`config.mk`:
```
export PLATFORM = sky130hd
export DESIGN_NAME = power_output_supervisor
export DESIGN_NICKNAME = d
export VERILOG_FILES = /design/src/logic/power_output_supervisor_pkg.sv /design/src/logic/power_output_supervisor.sv
export SDC_FILE = /design/constraint.sdc
export NUM_CORES = 1
export LEC_CHECK = 0
export ABC_CLOCK_PERIOD_IN_PS = 6900
export BUFFER_PORTS_ARGS = -buffer_cell sky130_fd_sc_hd__buf_2
export CAP_MARGIN = 20
export CORE_ASPECT_RATIO = 1.2
export CORE_UTILIZATION = 30
export DETAILED_ROUTE_END_ITERATION = 8
export PLACE_DENSITY_LB_ADDON = 0.3
export SYNTH_ARGS = -nofsm -noshare
export SYNTH_HDL_FRONTEND = slang
export SYNTH_SLANG_ARGS = --single-unit
```
`constraint.sdc`:
```
create_clock -name sys_clk -period 6.9 [get_ports sys_clk]
set_input_delay 1.035 -clock sys_clk [delete_from_list [all_inputs] [get_ports sys_clk]]
set_output_delay 1.035 -clock sys_clk [all_outputs]
set_load 0.02 [all_outputs]
```
`src/logic/power_output_supervisor_pkg.sv`:
```
// constants for the power output supervisor: register map, fields, timing
// assumes a 250 MHz system clock and an APB register port with byte addresses

package power_output_supervisor_pkg;

  // ----------------------------------------
  // register indexes, byte address is index * 4
  // ----------------------------------------
  localparam logic [5:0] IDX_SYSTEM_CONTROL = 6'h03;
  localparam logic [5:0] IDX_SYSTEM_STATUS = 6'h0c;
  localparam logic [5:0] IDX_WDT_CONTROL = 6'h10;
  localparam logic [5:0] IDX_INT_FLAG = 6'h11;
  localparam logic [5:0] IDX_POWER_OUTPUT = 6'h12;
  localparam logic [7:0] RESET_VALUE = 8'h00;

  // ----------------------------------------
  // field positions
  // ----------------------------------------
  localparam int CTL_POWER_STAGE_ENABLE = 7;
  localparam int CTL_SLOPE_HIGH = 6;
  localparam int CTL_SLOPE_LOW = 5;
  localparam int CTL_ENTER_STOP = 0;
  localparam int STAT_SENSOR_OC = 7;
  localparam int STAT_LIN_LIMIT = 6;
  localparam int STAT_SUPPLY_OC = 5;
  localparam int STAT_LAMP_OC = 4;
  localparam int STAT_UNDERVOLTAGE = 3;
  localparam int STAT_OVERVOLTAGE = 2;
  localparam int STAT_BRIDGE_OC = 1;
  localparam int STAT_OVERTEMP = 0;
  localparam int WDT_RATE = 0;
  localparam int WDT_FLAG = 1;
  localparam int WDT_CYCLIC = 2;
  localparam int WDT_RESET_EN = 3;
  localparam int WDT_INT_EN = 4;
  localparam int WDT_RESTART = 5;
  localparam int PWR_LAMP_ON = 0;
  localparam int PWR_SUPPLY_ON = 1;
  localparam int PWR_OT_RESET_EN = 2;
  localparam int PWR_SENSOR_IRQ_EN = 3;
  localparam int PWR_SENSOR_SEL = 4;

  // ----------------------------------------
  // synchronised input positions
  // ----------------------------------------
  localparam int IN_UNDERVOLTAGE = 0;
  localparam int IN_OVERVOLTAGE = 1;
  localparam int IN_OT_WARNING = 2;
  localparam int IN_OT_LIMIT = 3;
  localparam int IN_LAMP_OC = 4;
  localparam int IN_SUPPLY_OC = 5;
  localparam int IN_BRIDGE_OC = 6;
  localparam int IN_SENSOR_OC = 7;
  localparam int IN_LIN_LIMIT = 8;
  localparam int IN_CHOP = 9;
  localparam int IN_SENSOR = 10;
  localparam int N_IN = 13;

  // ----------------------------------------
  // timing
  // ----------------------------------------
  localparam int CLK_MHZ = 250;
  localparam int WDT_FAST_MS = 10;
  localparam int WDT_SLOW_MS = 20;
  localparam int WDT_FAST_CYCLES = WDT_FAST_MS * CLK_MHZ * 1000;
  localparam int WDT_SLOW_CYCLES = WDT_SLOW_MS * CLK_MHZ * 1000;
  localparam int CNT_W = 23;
  localparam logic [2:0] SAMPLE_CYCLES = 3'h4;

  typedef enum logic [2:0] {
    ST_COUNT = 3'b001,
    ST_SAMPLE = 3'b010,
    ST_WAKE = 3'b100
  } wdt_state_t;

endpackage

```
`src/logic/power_output_supervisor.sv`:
```
// power output supervisor: protection flags, control/status registers, watchdog
// assumes APB on sys_clk; fault inputs are asynchronous analog comparator levels
//
// Overview of operation
// - low or high voltage flag forces lamp off
// - write one clears voltage flag; persists re-sets
// - overtemp warning flag; limit resets, outputs off
// - lamp overcurrent switches lamp off, sets flag
// - chop input rising edge re-arms tripped lamp
// - lamp flag write one clears, zero ignored
// - supply on needs enable and own bit
// - supply overtemp cut only with reset enable
// - supply overcurrent trips output, status bit five
// - control bit seven gates all power stages
// - two slope bits select lin transmitter slope
// - stop bit cleared by reset or irq
// - sensor overcurrent sets bit seven, write clears
// - bit six shows lin current limitation
// - status bits mirror voltage, temperature flags
// - bridge overcurrent sets bit one, write clears
// - watchdog runs only with an enable set
// - reset watchdog run mode only, sticky enable
// - timeout with reset enable resets; stop pauses
// - stop mode interrupt enable gives periodic wake
// - cyclic check samples sensors, wakes on one
// - rate bit picks ten or twenty ms
// - timeout flag write one clears, restarts count
//
// Added by the designer: register access over APB.

`timescale 1ns/1ps

module power_output_supervisor #(
  parameter int FAST_CYCLES = power_output_supervisor_pkg::WDT_FAST_CYCLES,
  parameter int SLOW_CYCLES = power_output_supervisor_pkg::WDT_SLOW_CYCLES
) (
  // clock and reset
  input wire logic sys_clk,
  input wire logic rst,
  // apb slave
  input wire logic [7:0] paddr,
  input wire logic psel,
  input wire logic penable,
  input wire logic pwrite,
  input wire logic [31:0] pwdata,
  output logic [31:0] prdata,
  output logic pready,
  output logic pslverr,
  // analog fault and sense inputs
  input wire logic undervoltage_condition,
  input wire logic overvoltage_condition,
  input wire logic overtemp_warning,
  input wire logic overtemp_limit,
  input wire logic lamp_overcurrent,
  input wire logic supply_overcurrent,
  input wire logic bridge_overcurrent,
  input wire logic sensor_overcurrent,
  input wire logic lin_current_limit,
  input wire logic chopping_frequency_input,
  input wire logic [2:0] sensor_level,
  // microcontroller side
  input wire logic cpu_irq_request,
  // power stage controls
  output logic lamp_driver_output,
  output logic switched_supply_output,
  output logic bridge_enable,
  output logic lin_tx_enable,
  output logic sensor_source_enable,
  output logic [1:0] lin_slope,
  // system controls
  output logic stop_mode,
  output logic main_regulator_on,
  output logic sensor_power,
  output logic system_reset_request,
  output logic wake_irq_n
);

  typedef struct packed {
    logic [power_output_supervisor_pkg::N_IN-1:0] sync_a;
    logic [power_output_supervisor_pkg::N_IN-1:0] sync_b;
    logic chop_prev;
    logic power_stage_enable;
    logic [1:0] slope;
    logic stop;
    logic sensor_f;
    logic supply_f;
    logic lamp_f;
    logic uv_f;
    logic ov_f;
    logic bridge_f;
    logic ot_f;
    logic lamp_trip;
    logic rate;
    logic cyclic;
    logic reset_en;
    logic int_en;
    logic wdt_f;
    logic [power_output_supervisor_pkg::CNT_W-1:0] cnt;
    power_output_supervisor_pkg::wdt_state_t seq;
    logic [2:0] sample_cnt;
    logic lamp_on;
    logic supply_on;
    logic ot_reset_en;
    logic sensor_irq_en;
    logic [2:0] sensor_sel;
    logic lamp_out;
    logic supply_out;
    logic bridge_en;
    logic lin_en;
    logic src_en;
    logic sys_reset;
    logic regulator_on;
    logic irq_n;
    logic sensor_pwr;
    logic pready;
    logic pslverr;
    logic [31:0] prdata;
  } state_t;

  state_t s;
  state_t next_s;

  // ----------------------------------------
  // helpers
  // ----------------------------------------
  function automatic logic addr_hit(input logic [7:0] addr, input logic [5:0] idx);
    return addr == {idx, 2'b00};
  endfunction

  function automatic logic flag_next(input logic flag, input logic ev, input logic clr);
    return (flag & ~clr) | ev;
  endfunction

  logic [power_output_supervisor_pkg::N_IN-1:0] raw_in;
  assign raw_in = {sensor_level, chopping_frequency_input, lin_current_limit,
                   sensor_overcurrent, bridge_overcurrent, supply_overcurrent,
                   lamp_overcurrent, overtemp_limit, overtemp_warning,
                   overvoltage_condition, undervoltage_condition};

  // ----------------------------------------
  // next state
  // ----------------------------------------
  always_comb begin
    logic [power_output_supervisor_pkg::N_IN-1:0] in_s;
    logic wr;
    logic w_ctl;
    logic w_stat;
    logic w_wdt;
    logic w_int;
    logic w_pwr;
    logic ot_trip;
    logic wdt_end;
    logic cnt_en;
    logic restart;
    logic [power_output_supervisor_pkg::CNT_W-1:0] end_val;
    logic [7:0] rd;
    logic mapped;
    in_s = s.sync_b;
    next_s = s;
    next_s.sync_a = raw_in;
    next_s.sync_b = s.sync_a;
    next_s.chop_prev = in_s[power_output_supervisor_pkg::IN_CHOP];
    next_s.sys_reset = 1'b0;
    wr = psel & penable & pwrite & s.pready;
    w_ctl = wr & addr_hit(paddr, power_output_supervisor_pkg::IDX_SYSTEM_CONTROL);
    w_stat = wr & addr_hit(paddr, power_output_supervisor_pkg::IDX_SYSTEM_STATUS);
    w_wdt = wr & addr_hit(paddr, power_output_supervisor_pkg::IDX_WDT_CONTROL);
    w_int = wr & addr_hit(paddr, power_output_supervisor_pkg::IDX_INT_FLAG);
    w_pwr = wr & addr_hit(paddr, power_output_supervisor_pkg::IDX_POWER_OUTPUT);

    // control and output registers
    if (w_ctl) begin
      next_s.power_stage_enable = pwdata[power_output_supervisor_pkg::CTL_POWER_STAGE_ENABLE];
      next_s.slope = {pwdata[power_output_supervisor_pkg::CTL_SLOPE_HIGH],
                      pwdata[power_output_supervisor_pkg::CTL_SLOPE_LOW]};
      if (pwdata[power_output_supervisor_pkg::CTL_ENTER_STOP]) begin
        next_s.stop = 1'b1;
      end
    end
    if (cpu_irq_request) begin
      next_s.stop = 1'b0;
    end
    if (w_pwr) begin
      next_s.lamp_on = pwdata[power_output_supervisor_pkg::PWR_LAMP_ON];
      next_s.supply_on = pwdata[power_output_supervisor_pkg::PWR_SUPPLY_ON];
      next_s.ot_reset_en = pwdata[power_output_supervisor_pkg::PWR_OT_RESET_EN];
      next_s.sensor_irq_en = pwdata[power_output_supervisor_pkg::PWR_SENSOR_IRQ_EN];
      next_s.sensor_sel = pwdata[power_output_supervisor_pkg::PWR_SENSOR_SEL +: 3];
    end

    // sticky fault flags, set beats clear
    next_s.uv_f = flag_next(s.uv_f, in_s[power_output_supervisor_pkg::IN_UNDERVOLTAGE],
      w_int & pwdata[power_output_supervisor_pkg::STAT_UNDERVOLTAGE]);
    next_s.ov_f = flag_next(s.ov_f, in_s[power_output_supervisor_pkg::IN_OVERVOLTAGE],
      w_int & pwdata[power_output_supervisor_pkg::STAT_OVERVOLTAGE]);
    next_s.ot_f = flag_next(s.ot_f, in_s[power_output_supervisor_pkg::IN_OT_WARNING],
      w_int & pwdata[power_output_supervisor_pkg::STAT_OVERTEMP]);
    next_s.lamp_f = flag_next(s.lamp_f, in_s[power_output_supervisor_pkg::IN_LAMP_OC],
      w_stat & pwdata[power_output_supervisor_pkg::STAT_LAMP_OC]);
    next_s.supply_f = flag_next(s.supply_f, in_s[power_output_supervisor_pkg::IN_SUPPLY_OC],
      w_stat & pwdata[power_output_supervisor_pkg::STAT_SUPPLY_OC]);
    next_s.sensor_f = flag_next(s.sensor_f, in_s[power_output_supervisor_pkg::IN_SENSOR_OC],
      w_stat & pwdata[power_output_supervisor_pkg::STAT_SENSOR_OC]);
    next_s.bridge_f = flag_next(s.bridge_f, in_s[power_output_supervisor_pkg::IN_BRIDGE_OC],
      w_stat & pwdata[power_output_supervisor_pkg::STAT_BRIDGE_OC]);

    // lamp trip latch, re-armed by flag clear or chop edge
    next_s.lamp_trip = flag_next(s.lamp_trip, in_s[power_output_supervisor_pkg::IN_LAMP_OC],
      (w_stat & pwdata[power_output_supervisor_pkg::STAT_LAMP_OC]) |
      (in_s[power_output_supervisor_pkg::IN_CHOP] & ~s.chop_prev));

    // overtemperature shutdown
    ot_trip = s.ot_reset_en & in_s[power_output_supervisor_pkg::IN_OT_LIMIT];
    if (ot_trip) begin
      next_s.power_stage_enable = 1'b0;
      next_s.sys_reset = 1'b1;
    end

    // watchdog control register
    restart = w_wdt & (pwdata[power_output_supervisor_pkg::WDT_RESTART] |
                       pwdata[power_output_supervisor_pkg::WDT_FLAG]);
    if (w_wdt) begin
      next_s.rate = pwdata[power_output_supervisor_pkg::WDT_RATE];
      next_s.cyclic = pwdata[power_output_supervisor_pkg::WDT_CYCLIC];
      next_s.int_en = pwdata[power_output_supervisor_pkg::WDT_INT_EN];
      next_s.reset_en = s.reset_en | pwdata[power_output_supervisor_pkg::WDT_RESET_EN];
    end

    // watchdog counter
    end_val = s.rate ? power_output_supervisor_pkg::CNT_W'(FAST_CYCLES - 1)
                     : power_output_supervisor_pkg::CNT_W'(SLOW_CYCLES - 1);
    cnt_en = (s.seq == power_output_supervisor_pkg::ST_COUNT) &
             (s.stop ? (s.int_en | s.cyclic) : s.reset_en);
    wdt_end = cnt_en & (s.cnt >= end_val);
    next_s.wdt_f = flag_next(s.wdt_f, wdt_end,
      w_wdt & pwdata[power_output_supervisor_pkg::WDT_FLAG]);
    if (!(s.int_en | s.reset_en | s.cyclic) || restart || wdt_end) begin
      next_s.cnt = '0;
    end else if (cnt_en) begin
      next_s.cnt = s.cnt + 1'b1;
    end

    case (s.seq)
      power_output_supervisor_pkg::ST_COUNT: begin
        if (wdt_end && !s.stop) begin
          next_s.sys_reset = 1'b1;
        end else if (wdt_end && s.int_en) begin
          next_s.seq = power_output_supervisor_pkg::ST_WAKE;
        end else if (wdt_end && s.cyclic) begin
          next_s.seq = power_output_supervisor_pkg::ST_SAMPLE;
          next_s.sample_cnt = 3'h0;
        end
      end
      power_output_supervisor_pkg::ST_SAMPLE: begin
        next_s.sample_cnt = s.sample_cnt + 3'h1;
        if (s.sample_cnt == power_output_supervisor_pkg::SAMPLE_CYCLES - 3'h1) begin
          if (s.sensor_irq_en &&
              |(in_s[power_output_supervisor_pkg::IN_SENSOR +: 3] & s.sensor_sel)) begin
            next_s.seq = power_output_supervisor_pkg::ST_WAKE;
          end else begin
            next_s.seq = power_output_supervisor_pkg::ST_COUNT;
          end
        end
      end
      power_output_supervisor_pkg::ST_WAKE: begin
        if (!s.stop) begin
          next_s.seq = power_output_supervisor_pkg::ST_COUNT;
        end
      end
      default: begin
        next_s.seq = power_output_supervisor_pkg::ST_COUNT;
      end
    endcase
    if (!next_s.stop && next_s.seq == power_output_supervisor_pkg::ST_SAMPLE) begin
      next_s.seq = power_output_supervisor_pkg::ST_COUNT;
    end

    // power stage outputs
    next_s.lamp_out = s.power_stage_enable & s.lamp_on & ~s.uv_f & ~s.ov_f &
                      ~s.lamp_trip & ~ot_trip;
    next_s.supply_out = s.power_stage_enable & s.supply_on & ~s.supply_f &
                        ~ot_trip;
    next_s.bridge_en = s.power_stage_enable & ~s.bridge_f & ~s.uv_f & ~s.ov_f &
                       ~ot_trip;
    next_s.lin_en = s.power_stage_enable & ~ot_trip;
    next_s.src_en = s.power_stage_enable & ~s.sensor_f & ~ot_trip;
    next_s.sensor_pwr = (next_s.seq == power_output_supervisor_pkg::ST_SAMPLE);
    next_s.irq_n = ~(next_s.seq == power_output_supervisor_pkg::ST_WAKE);
    next_s.regulator_on = ~next_s.stop |
                          (next_s.seq == power_output_supervisor_pkg::ST_WAKE);

    // apb read data prepared in the setup cycle
    rd = power_output_supervisor_pkg::RESET_VALUE;
    mapped = 1'b1;
    if (addr_hit(paddr, power_output_supervisor_pkg::IDX_SYSTEM_CONTROL)) begin
      rd = {s.power_stage_enable, s.slope[1], s.slope[0], 5'h00};
    end else if (addr_hit(paddr, power_output_supervisor_pkg::IDX_SYSTEM_STATUS)) begin
      rd = {s.sensor_f, in_s[power_output_supervisor_pkg::IN_LIN_LIMIT], s.supply_f,
            s.lamp_f, s.uv_f, s.ov_f, s.bridge_f, s.ot_f};
    end else if (addr_hit(paddr, power_output_supervisor_pkg::IDX_WDT_CONTROL)) begin
      rd = {3'h0, s.int_en, s.reset_en, s.cyclic, s.wdt_f, s.rate};
    end else if (addr_hit(paddr, power_output_supervisor_pkg::IDX_INT_FLAG)) begin
      rd = {4'h0, s.uv_f, s.ov_f, 1'b0, s.ot_f};
    end else if (addr_hit(paddr, power_output_supervisor_pkg::IDX_POWER_OUTPUT)) begin
      rd = {1'b0, s.sensor_sel, s.sensor_irq_en, s.ot_reset_en, s.supply_on, s.lamp_on};
    end else begin
      mapped = 1'b0;
    end
    next_s.pready = psel & ~penable;
    next_s.prdata = (psel & ~penable) ? {24'h000000, rd} : 32'h00000000;
    next_s.pslverr = psel & ~penable & ~mapped;
  end

  always_ff @(posedge sys_clk or posedge rst) begin
    if (rst) begin
      s <= '0;
      s.seq <= power_output_supervisor_pkg::ST_COUNT;
      s.irq_n <= 1'b1;
      s.regulator_on <= 1'b1;
    end else begin
      s <= next_s;
    end
  end

  // ----------------------------------------
  // outputs
  // ----------------------------------------
  assign prdata = s.prdata;
  assign pready = s.pready;
  assign pslverr = s.pslverr;
  assign lamp_driver_output = s.lamp_out;
  assign switched_supply_output = s.supply_out;
  assign bridge_enable = s.bridge_en;
  assign lin_tx_enable = s.lin_en;
  assign sensor_source_enable = s.src_en;
  assign lin_slope = s.slope;
  assign stop_mode = s.stop;
  assign main_regulator_on = s.regulator_on;
  assign sensor_power = s.sensor_pwr;
  assign system_reset_request = s.sys_reset;
  assign wake_irq_n = s.irq_n;
endmodule

```
* After elaboration in Yosys (flattened, before gate mapping) *
Index checks and enable logic that the tools add are counted.

cells by class
  add/subtract/negate cells = 2
  $lt $le $gt $ge = 1
  equality and inequality tests = 15
  mux-type cells = 32
  bitwise operators = 85
  reductions and logical operators = 15

operator list
  kind                                                             count
  23-bit 2-to-1 mux                                                3
  1-bit bitwise AND                                                47
  8-bit by 7-bit == test with 1-bit output, second input constant  3
  8-bit 2-to-1 mux                                                 3
  23-bit by 1-bit adder with 23-bit output, second input constant  1
  23-bit >= comparator                                             1
  7-bit 2-to-1 mux                                                 3
  1-bit NOT                                                        21
  3-bit 2-to-1 mux                                                 6
  1-bit OR                                                         16
  3-bit by 2-bit == test with 1-bit output, second input constant  4
  1-bit 2-to-1 mux                                                 12
  6-bit 2-to-1 mux                                                 2
  3-bit one-hot mux with 3 select lines                            1
  8-bit by 4-bit == test with 1-bit output, second input constant  1
  8-bit by 6-bit == test with 1-bit output, second input constant  1
  3-bit == test, second input constant                             2
  3-bit one-hot mux with 2 select lines                            1
  2-bit nonzero test                                               3
  1-bit logical AND                                                5
  4-bit 2-to-1 mux                                                 1
  2-bit inequality test, second input constant                     2
  4-bit AND reduction                                              1
  3-bit by 1-bit adder with 3-bit output, second input constant    1
  6 further kinds                                                  9

word-level totals
  flip-flop bits (word level) = 99
  bits of input ports = 59
  output and inout bits = 46
  logic and storage cells = 189

* Logic depth before layout (Yosys ltp) *
  depth after elaboration = 14
  gate-level depth with buffers = 9
  gate-level depth less buffers = 8

* Worst setup path before layout *
OpenSTA, ideal clock, no wires.

  path kind = input -> register
  start point = input port paddr[4]
  end point = register s[53] (netlist bit)
  setup time = 0.100 ns
  data arrival time = 2.698 ns
  setup slack = 4.103 ns
  stages = 6
  path buffers = 0
  cell sequence = or4b_2 nor4_1 a31oi_1 nor2_1 o41a_2 a31oi_1

RTL lines
  what                    line                            text
  start: declaration      power_output_supervisor.sv:41   input wire logic [7:0] paddr,
  end signal: assignment  power_output_supervisor.sv:321  s <= next_s;
  end: declaration        power_output_supervisor.sv:120  state_t s;

* Worst setup path after layout *
  start point = input port paddr[1]
  end point = register s[69] (netlist bit)

between the ends
  word-level cells in the longest chain between the ends = 6
  elaborated cells on any way between the ends = 7

ends and longest elaborated chain
  what                                                            line                            text
  8-bit by 7-bit == test with 1-bit output *                      power_output_supervisor.sv:127  return addr == {idx, 2'b00};
  1-bit bitwise AND *                                             power_output_supervisor.sv:167  w_wdt = wr & addr_hit(paddr, power_output_supervisor_pkg::IDX_WDT_CONTROL);
  1-bit bitwise AND *                                             power_output_supervisor.sv:220  restart = w_wdt & (pwdata[power_output_supervisor_pkg::WDT_RESTART] |
  1-bit logical OR * (2 in series)                                power_output_supervisor.sv:237  if (!(s.int_en | s.reset_en | s.cyclic) || restart || wdt_end) begin
  23-bit 2-to-1 mux / 2-bit nonzero test (equally long branches)  -

Every way passes the cells marked *; elsewhere a longest branch is shown, timed or not.
A chain may end at the register's enable or synchronous reset.

==> summary by stage <==
Synthesis
After synthesis the netlist holds a flip-flop and latch count of 99. For this run, the leading register cell type out of synthesis is sky130_fd_sc_hd__dfrtp_1. By area the synthesized netlist is led by sky130_fd_sc_hd__dfrtp_1 (53%), sky130_fd_sc_hd__buf_4 (5.6%), sky130_fd_sc_hd__ha_1 (3.9%).

For this run, asynchronously set or reset flops after synthesis account for 1.00. Synthesis instantiated 52 different standard cells from the library. The share of the Yosys chip area taken by registers is 0.546. For this run, the number of Yosys warnings is 0. The mean cell area of the mapped netlist is 11.0 sq um. The synthesized design contains 0 enable-type register cells. The biggest area contributor in the post-synthesis netlist is sky130_fd_sc_hd__dfrtp_1. Of the post-synthesis cell area, the dominant cell type holds 0.528.

The number of instances in the synthesized netlist is 415. The cell area after technology mapping is 0.00455 sq mm.

Placement
In this run the cell area measured after placement is 0.00489 sq mm. The count of port buffers added during placement is 56. The half-perimeter wire length of the detailed placement result is 6870 um. Routability-driven placement finished with a final weighted congestion of 0.772. Counting tap cells, the placed design contains a total of 655 instances. Prior to clock tree synthesis, the placed netlist has a worst setup slack of 3.64 ns.

Detailed routing
The number of vias in the routed layout is 3079. The first routing iteration left 217 violations. The post-detailed-routing wire length is 9210 um. In this run the remaining antenna-violating nets after routing total 0. After detailed routing, the number of vias per cell comes to 4.59.

In the routed design, unresolved DRC markers number 0. The wire length per cell is 13.7 um. The number of detailed-routing iterations run before antenna repair is 5.

Cells and area
The number of filler instances in the final layout is 1470. The final cell count without fillers is 671. The area of all placed cells without fillers is 0.00521 sq mm. At the end of the flow, the number of nets in the layout was 539.

Of the cells placed in the final design, the portion with a size suffix greater than 1 is 0.212. The number of antenna diodes in the final layout is 0. The area overhead of the layout relative to synthesis is 14.7%.

Clocking
After clock tree synthesis, the flow added hold-fix buffers numbering 0. The number of clock sinks seen by CTS is 99. After clock tree synthesis, the clock-pin slew on the worst setup and hold paths is 0.07 ns.

The number of buffers on the longest clock path is 2. The later-pin clock latency in the skew report is 0.35 ns. The buffers inserted during post-CTS setup optimization is 0. The root buffer cell chosen for the clock tree is sky130_fd_sc_hd__clkbuf_16. The H-tree was split into 3 levels. The number of gates resized after cts is 0. Clock tree synthesis inserted a total of 9 buffers. TritonCTS built the clock tree.

GRT
The first global-routing pass estimated 15300 um of wire. The maximum number of pins on one net before global-route repair is 79. The number of antenna violations at the first check in global routing came to 0.

Across every metal layer, demand over resource in global routing totals 0.126. Summed over all layers, the global routing overflow is 0. The number of global-route vias before repair was 3047.

Worst setup path
The origin of the worst setup path is paddr[1]. The slack of the worst reg-to-reg path is 4.02 ns. The worst setup path is launched from an input port. STA puts the critical path data required time at 7.11 ns. The element type at the critical path end is a flip-flop. The arrival time reported for the critical path endpoint is 3.09 ns. The worst setup path endpoint is s[69]. The worst register-to-register path has a depth of 8. In this run the worst path has a maximum fanout of 11. The kind of critical path is in2reg. The startpoint identified for the worst register-to-register timing path is s[83].

The reg-to-reg endpoint is s[57].

Pwr
The share of total power dissipated in combinational logic is 0.039. After layout, the design draws a total of 0.00115 W. Of the total power, the share spent switching nets is 0.250. Cell internal power was estimated by the tool at 0.000862 W.

The analysis attributes to cell leakage a power of 2.34 nW. The largest vdd supply drop is 0.108 mV. The switching power is 0.000287 W. Of the total power, registers draw 0.516. The clock network fraction of design power is 0.444. Dividing total power by cell area gives a power density of 220 mW/mm^2.

STA
The final hold violation count is 0. The slew at the pin closest to its max-slew limit is 0.943 ns. The worst relative slew slack is 0.366. After routing, the total negative slack on setup checks comes to 0 ns. The final count of negative-setup-slack endpoints is 0. Setup repair after global routing left no endpoint under its margin.

In the finished design, the share of the clock period the worst path needs comes to 0.417. The final-report max-slew violation count is 0. For the final database, setup skew stands at 0.00913 ns. The worst path in the final design needs a cycle of 2.88 ns, including I/O delays and setup.

Across all setup checks in the final design, the least slack found is 4.02 ns. Derived from the worst setup path, the maximum achievable clock frequency is 0.347 GHz.

Floorplan
The boundary pin count is 105. The die footprint is 0.0157 sq mm. The floorplan row count is 48. The floorplan step set the die height to 137 um. The initial cell density of the core is 0.311. The core area is 0.0146 sq mm. The horizontal die dimension is 114 um.

Run status
The flow ran to the end, and the final reports show no timing, DRC or antenna violations.

Worst hold path
The tightest min-delay check is of the reg2reg type. The hold path startpoint is next_s[108].

Job
The tool flagged a number of max-cap violations equal to 0.
==> stage by stage <==
stage               hold WS, ns  utilization
global route              0.362        0.357
detailed placement        0.337        0.335
finish                    0.350        0.357
floorplan                 0.331            -
global placement          0.332        0.335
CTS                       0.354        0.357
==> per-layer routing <==
metal / global-route usage / vias to the layer above / part of all wire
met5: 0 / - / 0
met4: 0.0649 / 0 / 0.024
met3: 0.0283 / 16 / 0.051
met2: 0.199 / 81 / 0.48
met1: 0.162 / 1476 / 0.45
li1: - / 1506 / -
==> logic make-up after synthesis <==
logic type,after synthesis,share of synthesized area
muxes,12,0.0295
buffers and inverters,55,0.0751
xor gates and xnor gates,22,0.0424
adders and majority gates,14,0.0385
DFF,99,0.546
AOI/OAI and AO/OA,63,0.101
and+or+nand+nor,149,0.167
other,1,0.000825
==> critical path, cell delays in order <==
cell and delay (ns):
sky130_fd_sc_hd__buf_2 0.12, sky130_fd_sc_hd__or3_4 0.41, sky130_fd_sc_hd__nor4_4 0.53, sky130_fd_sc_hd__a211oi_2 0.31, sky130_fd_sc_hd__nor4b_1 0.44, sky130_fd_sc_hd__xnor2_1 0.17, sky130_fd_sc_hd__nor2_1 0.06
==> cells in the mapped netlist (5+ instances only) <==
| master | count |
|---|---|
| sky130_fd_sc_hd__nand2_1 | 40 |
| sky130_fd_sc_hd__nor3_1 | 10 |
| sky130_fd_sc_hd__buf_4 | 34 |
| sky130_fd_sc_hd__nand3_1 | 9 |
| sky130_fd_sc_hd__xnor2_1 | 16 |
| sky130_fd_sc_hd__dfrtp_1 | 96 |
| sky130_fd_sc_hd__clkbuf_1 | 5 |
| sky130_fd_sc_hd__a22oi_1 | 5 |
| sky130_fd_sc_hd__a21oi_1 | 12 |
| sky130_fd_sc_hd__a21o_1 | 8 |
| sky130_fd_sc_hd__nand4_1 | 7 |
| sky130_fd_sc_hd__mux2_2 | 11 |
| sky130_fd_sc_hd__a31oi_1 | 6 |
| sky130_fd_sc_hd__ha_1 | 14 |
| sky130_fd_sc_hd__nor2_1 | 42 |
| sky130_fd_sc_hd__nor4_1 | 7 |
| sky130_fd_sc_hd__and3_1 | 6 |
| sky130_fd_sc_hd__o21ai_0 | 5 |
| sky130_fd_sc_hd__xor2_1 | 6 |
| sky130_fd_sc_hd__inv_1 | 13 |
==> power groups by stage <==
stage | sequential, W | clock (W) | combinational [W]
2_1_floorplan | 0.000604 | 0 | 0.0000372
3_3_place_gp | 0.000604 | 0 | 0.0000459
3_5_place_dp | 0.000604 | 0 | 0.0000465
4_1_cts | 0.000593 | 0.000528 | 0.0000468
5_1_grt | 0.000594 | 0.000550 | 0.0000517
6_report | 0.000593 | 0.000510 | 0.0000453
==> registers in the layout (all words and copies together) (netlist names) <==
signal / cells
system_reset_request: 1
lin_slope: 2
sensor_source_enable: 1
bridge_enable: 1
switched_supply_output: 1
prdata: 8
lin_tx_enable: 1
sensor_power: 1
lamp_driver_output: 1
s: 63
pready: 1
wake_irq_n: 1
pslverr: 1
next_s: 14
stop_mode: 1
main_regulator_on: 1
==> worst min path at each step <==
stage                       endpoint  slack, ns  cells after the start
after global placement    next_s[96]       0.33                      0
final                         s[108]       0.35                      0
after global routing           s[98]       0.36                      0
after detailed placement      s[108]       0.34                      0
after floorplan           next_s[96]       0.33                      0
after CTS                     s[108]       0.35                      0
==> area by class of cell <==
type / count / area [sq um] / share of cell area
Multi-Input combinational cell: 284 / 1810 / 0.347
Timing Repair Buffer: 59 / 303 / 0.0581
Tap cell: 200 / 250 / 0.0480
Clock inverter: 7 / 93.8 / 0.0180
Sequential cell: 99 / 2480 / 0.476
Inverter: 13 / 51.3 / 0.00984
Clock buffer: 9 / 225 / 0.0432
==> cells in the final DEF, fill, tap and decap left out, types with 2 or more instances in the layout <==
master / netlist / routed
sky130_fd_sc_hd__a21o_1: 8 / 8
sky130_fd_sc_hd__o32ai_1: 2 / 2
sky130_fd_sc_hd__a211o_1: 4 / 4
sky130_fd_sc_hd__dfstp_2: 3 / 3
sky130_fd_sc_hd__nand4_1: 7 / 7
sky130_fd_sc_hd__ha_1: 14 / 14
sky130_fd_sc_hd__a22oi_1: 5 / 5
sky130_fd_sc_hd__a222oi_1: 3 / 3
sky130_fd_sc_hd__clkinv_8: 0 / 4
sky130_fd_sc_hd__xor2_1: 6 / 6
sky130_fd_sc_hd__nand3_1: 9 / 9
sky130_fd_sc_hd__nor2_1: 42 / 42
sky130_fd_sc_hd__o21ai_0: 5 / 5
sky130_fd_sc_hd__o211ai_1: 3 / 3
sky130_fd_sc_hd__mux2_2: 11 / 11
sky130_fd_sc_hd__buf_2: 0 / 56
sky130_fd_sc_hd__dfrtp_1: 96 / 96
sky130_fd_sc_hd__a31oi_1: 6 / 6
sky130_fd_sc_hd__a211oi_1: 2 / 2
sky130_fd_sc_hd__a31o_2: 3 / 3
sky130_fd_sc_hd__a221o_1: 2 / 2
sky130_fd_sc_hd__and3_1: 6 / 6
sky130_fd_sc_hd__a21oi_1: 12 / 12
sky130_fd_sc_hd__inv_1: 13 / 12
sky130_fd_sc_hd__o211a_1: 2 / 2
sky130_fd_sc_hd__nor3_1: 10 / 10
sky130_fd_sc_hd__nor3b_1: 4 / 4
sky130_fd_sc_hd__nand2b_1: 4 / 4
sky130_fd_sc_hd__and4_1: 3 / 3
sky130_fd_sc_hd__clkbuf_16: 0 / 9
sky130_fd_sc_hd__nor4_1: 7 / 7
sky130_fd_sc_hd__buf_4: 34 / 3
sky130_fd_sc_hd__and4b_1: 2 / 2
sky130_fd_sc_hd__nand2_1: 40 / 40
sky130_fd_sc_hd__and2_1: 3 / 3
sky130_fd_sc_hd__conb_1: 1 / 24
sky130_fd_sc_hd__or3_1: 3 / 3
sky130_fd_sc_hd__o21a_1: 3 / 3
sky130_fd_sc_hd__xnor2_1: 16 / 16
No activity file was read; power rests on OpenSTA's default activity.
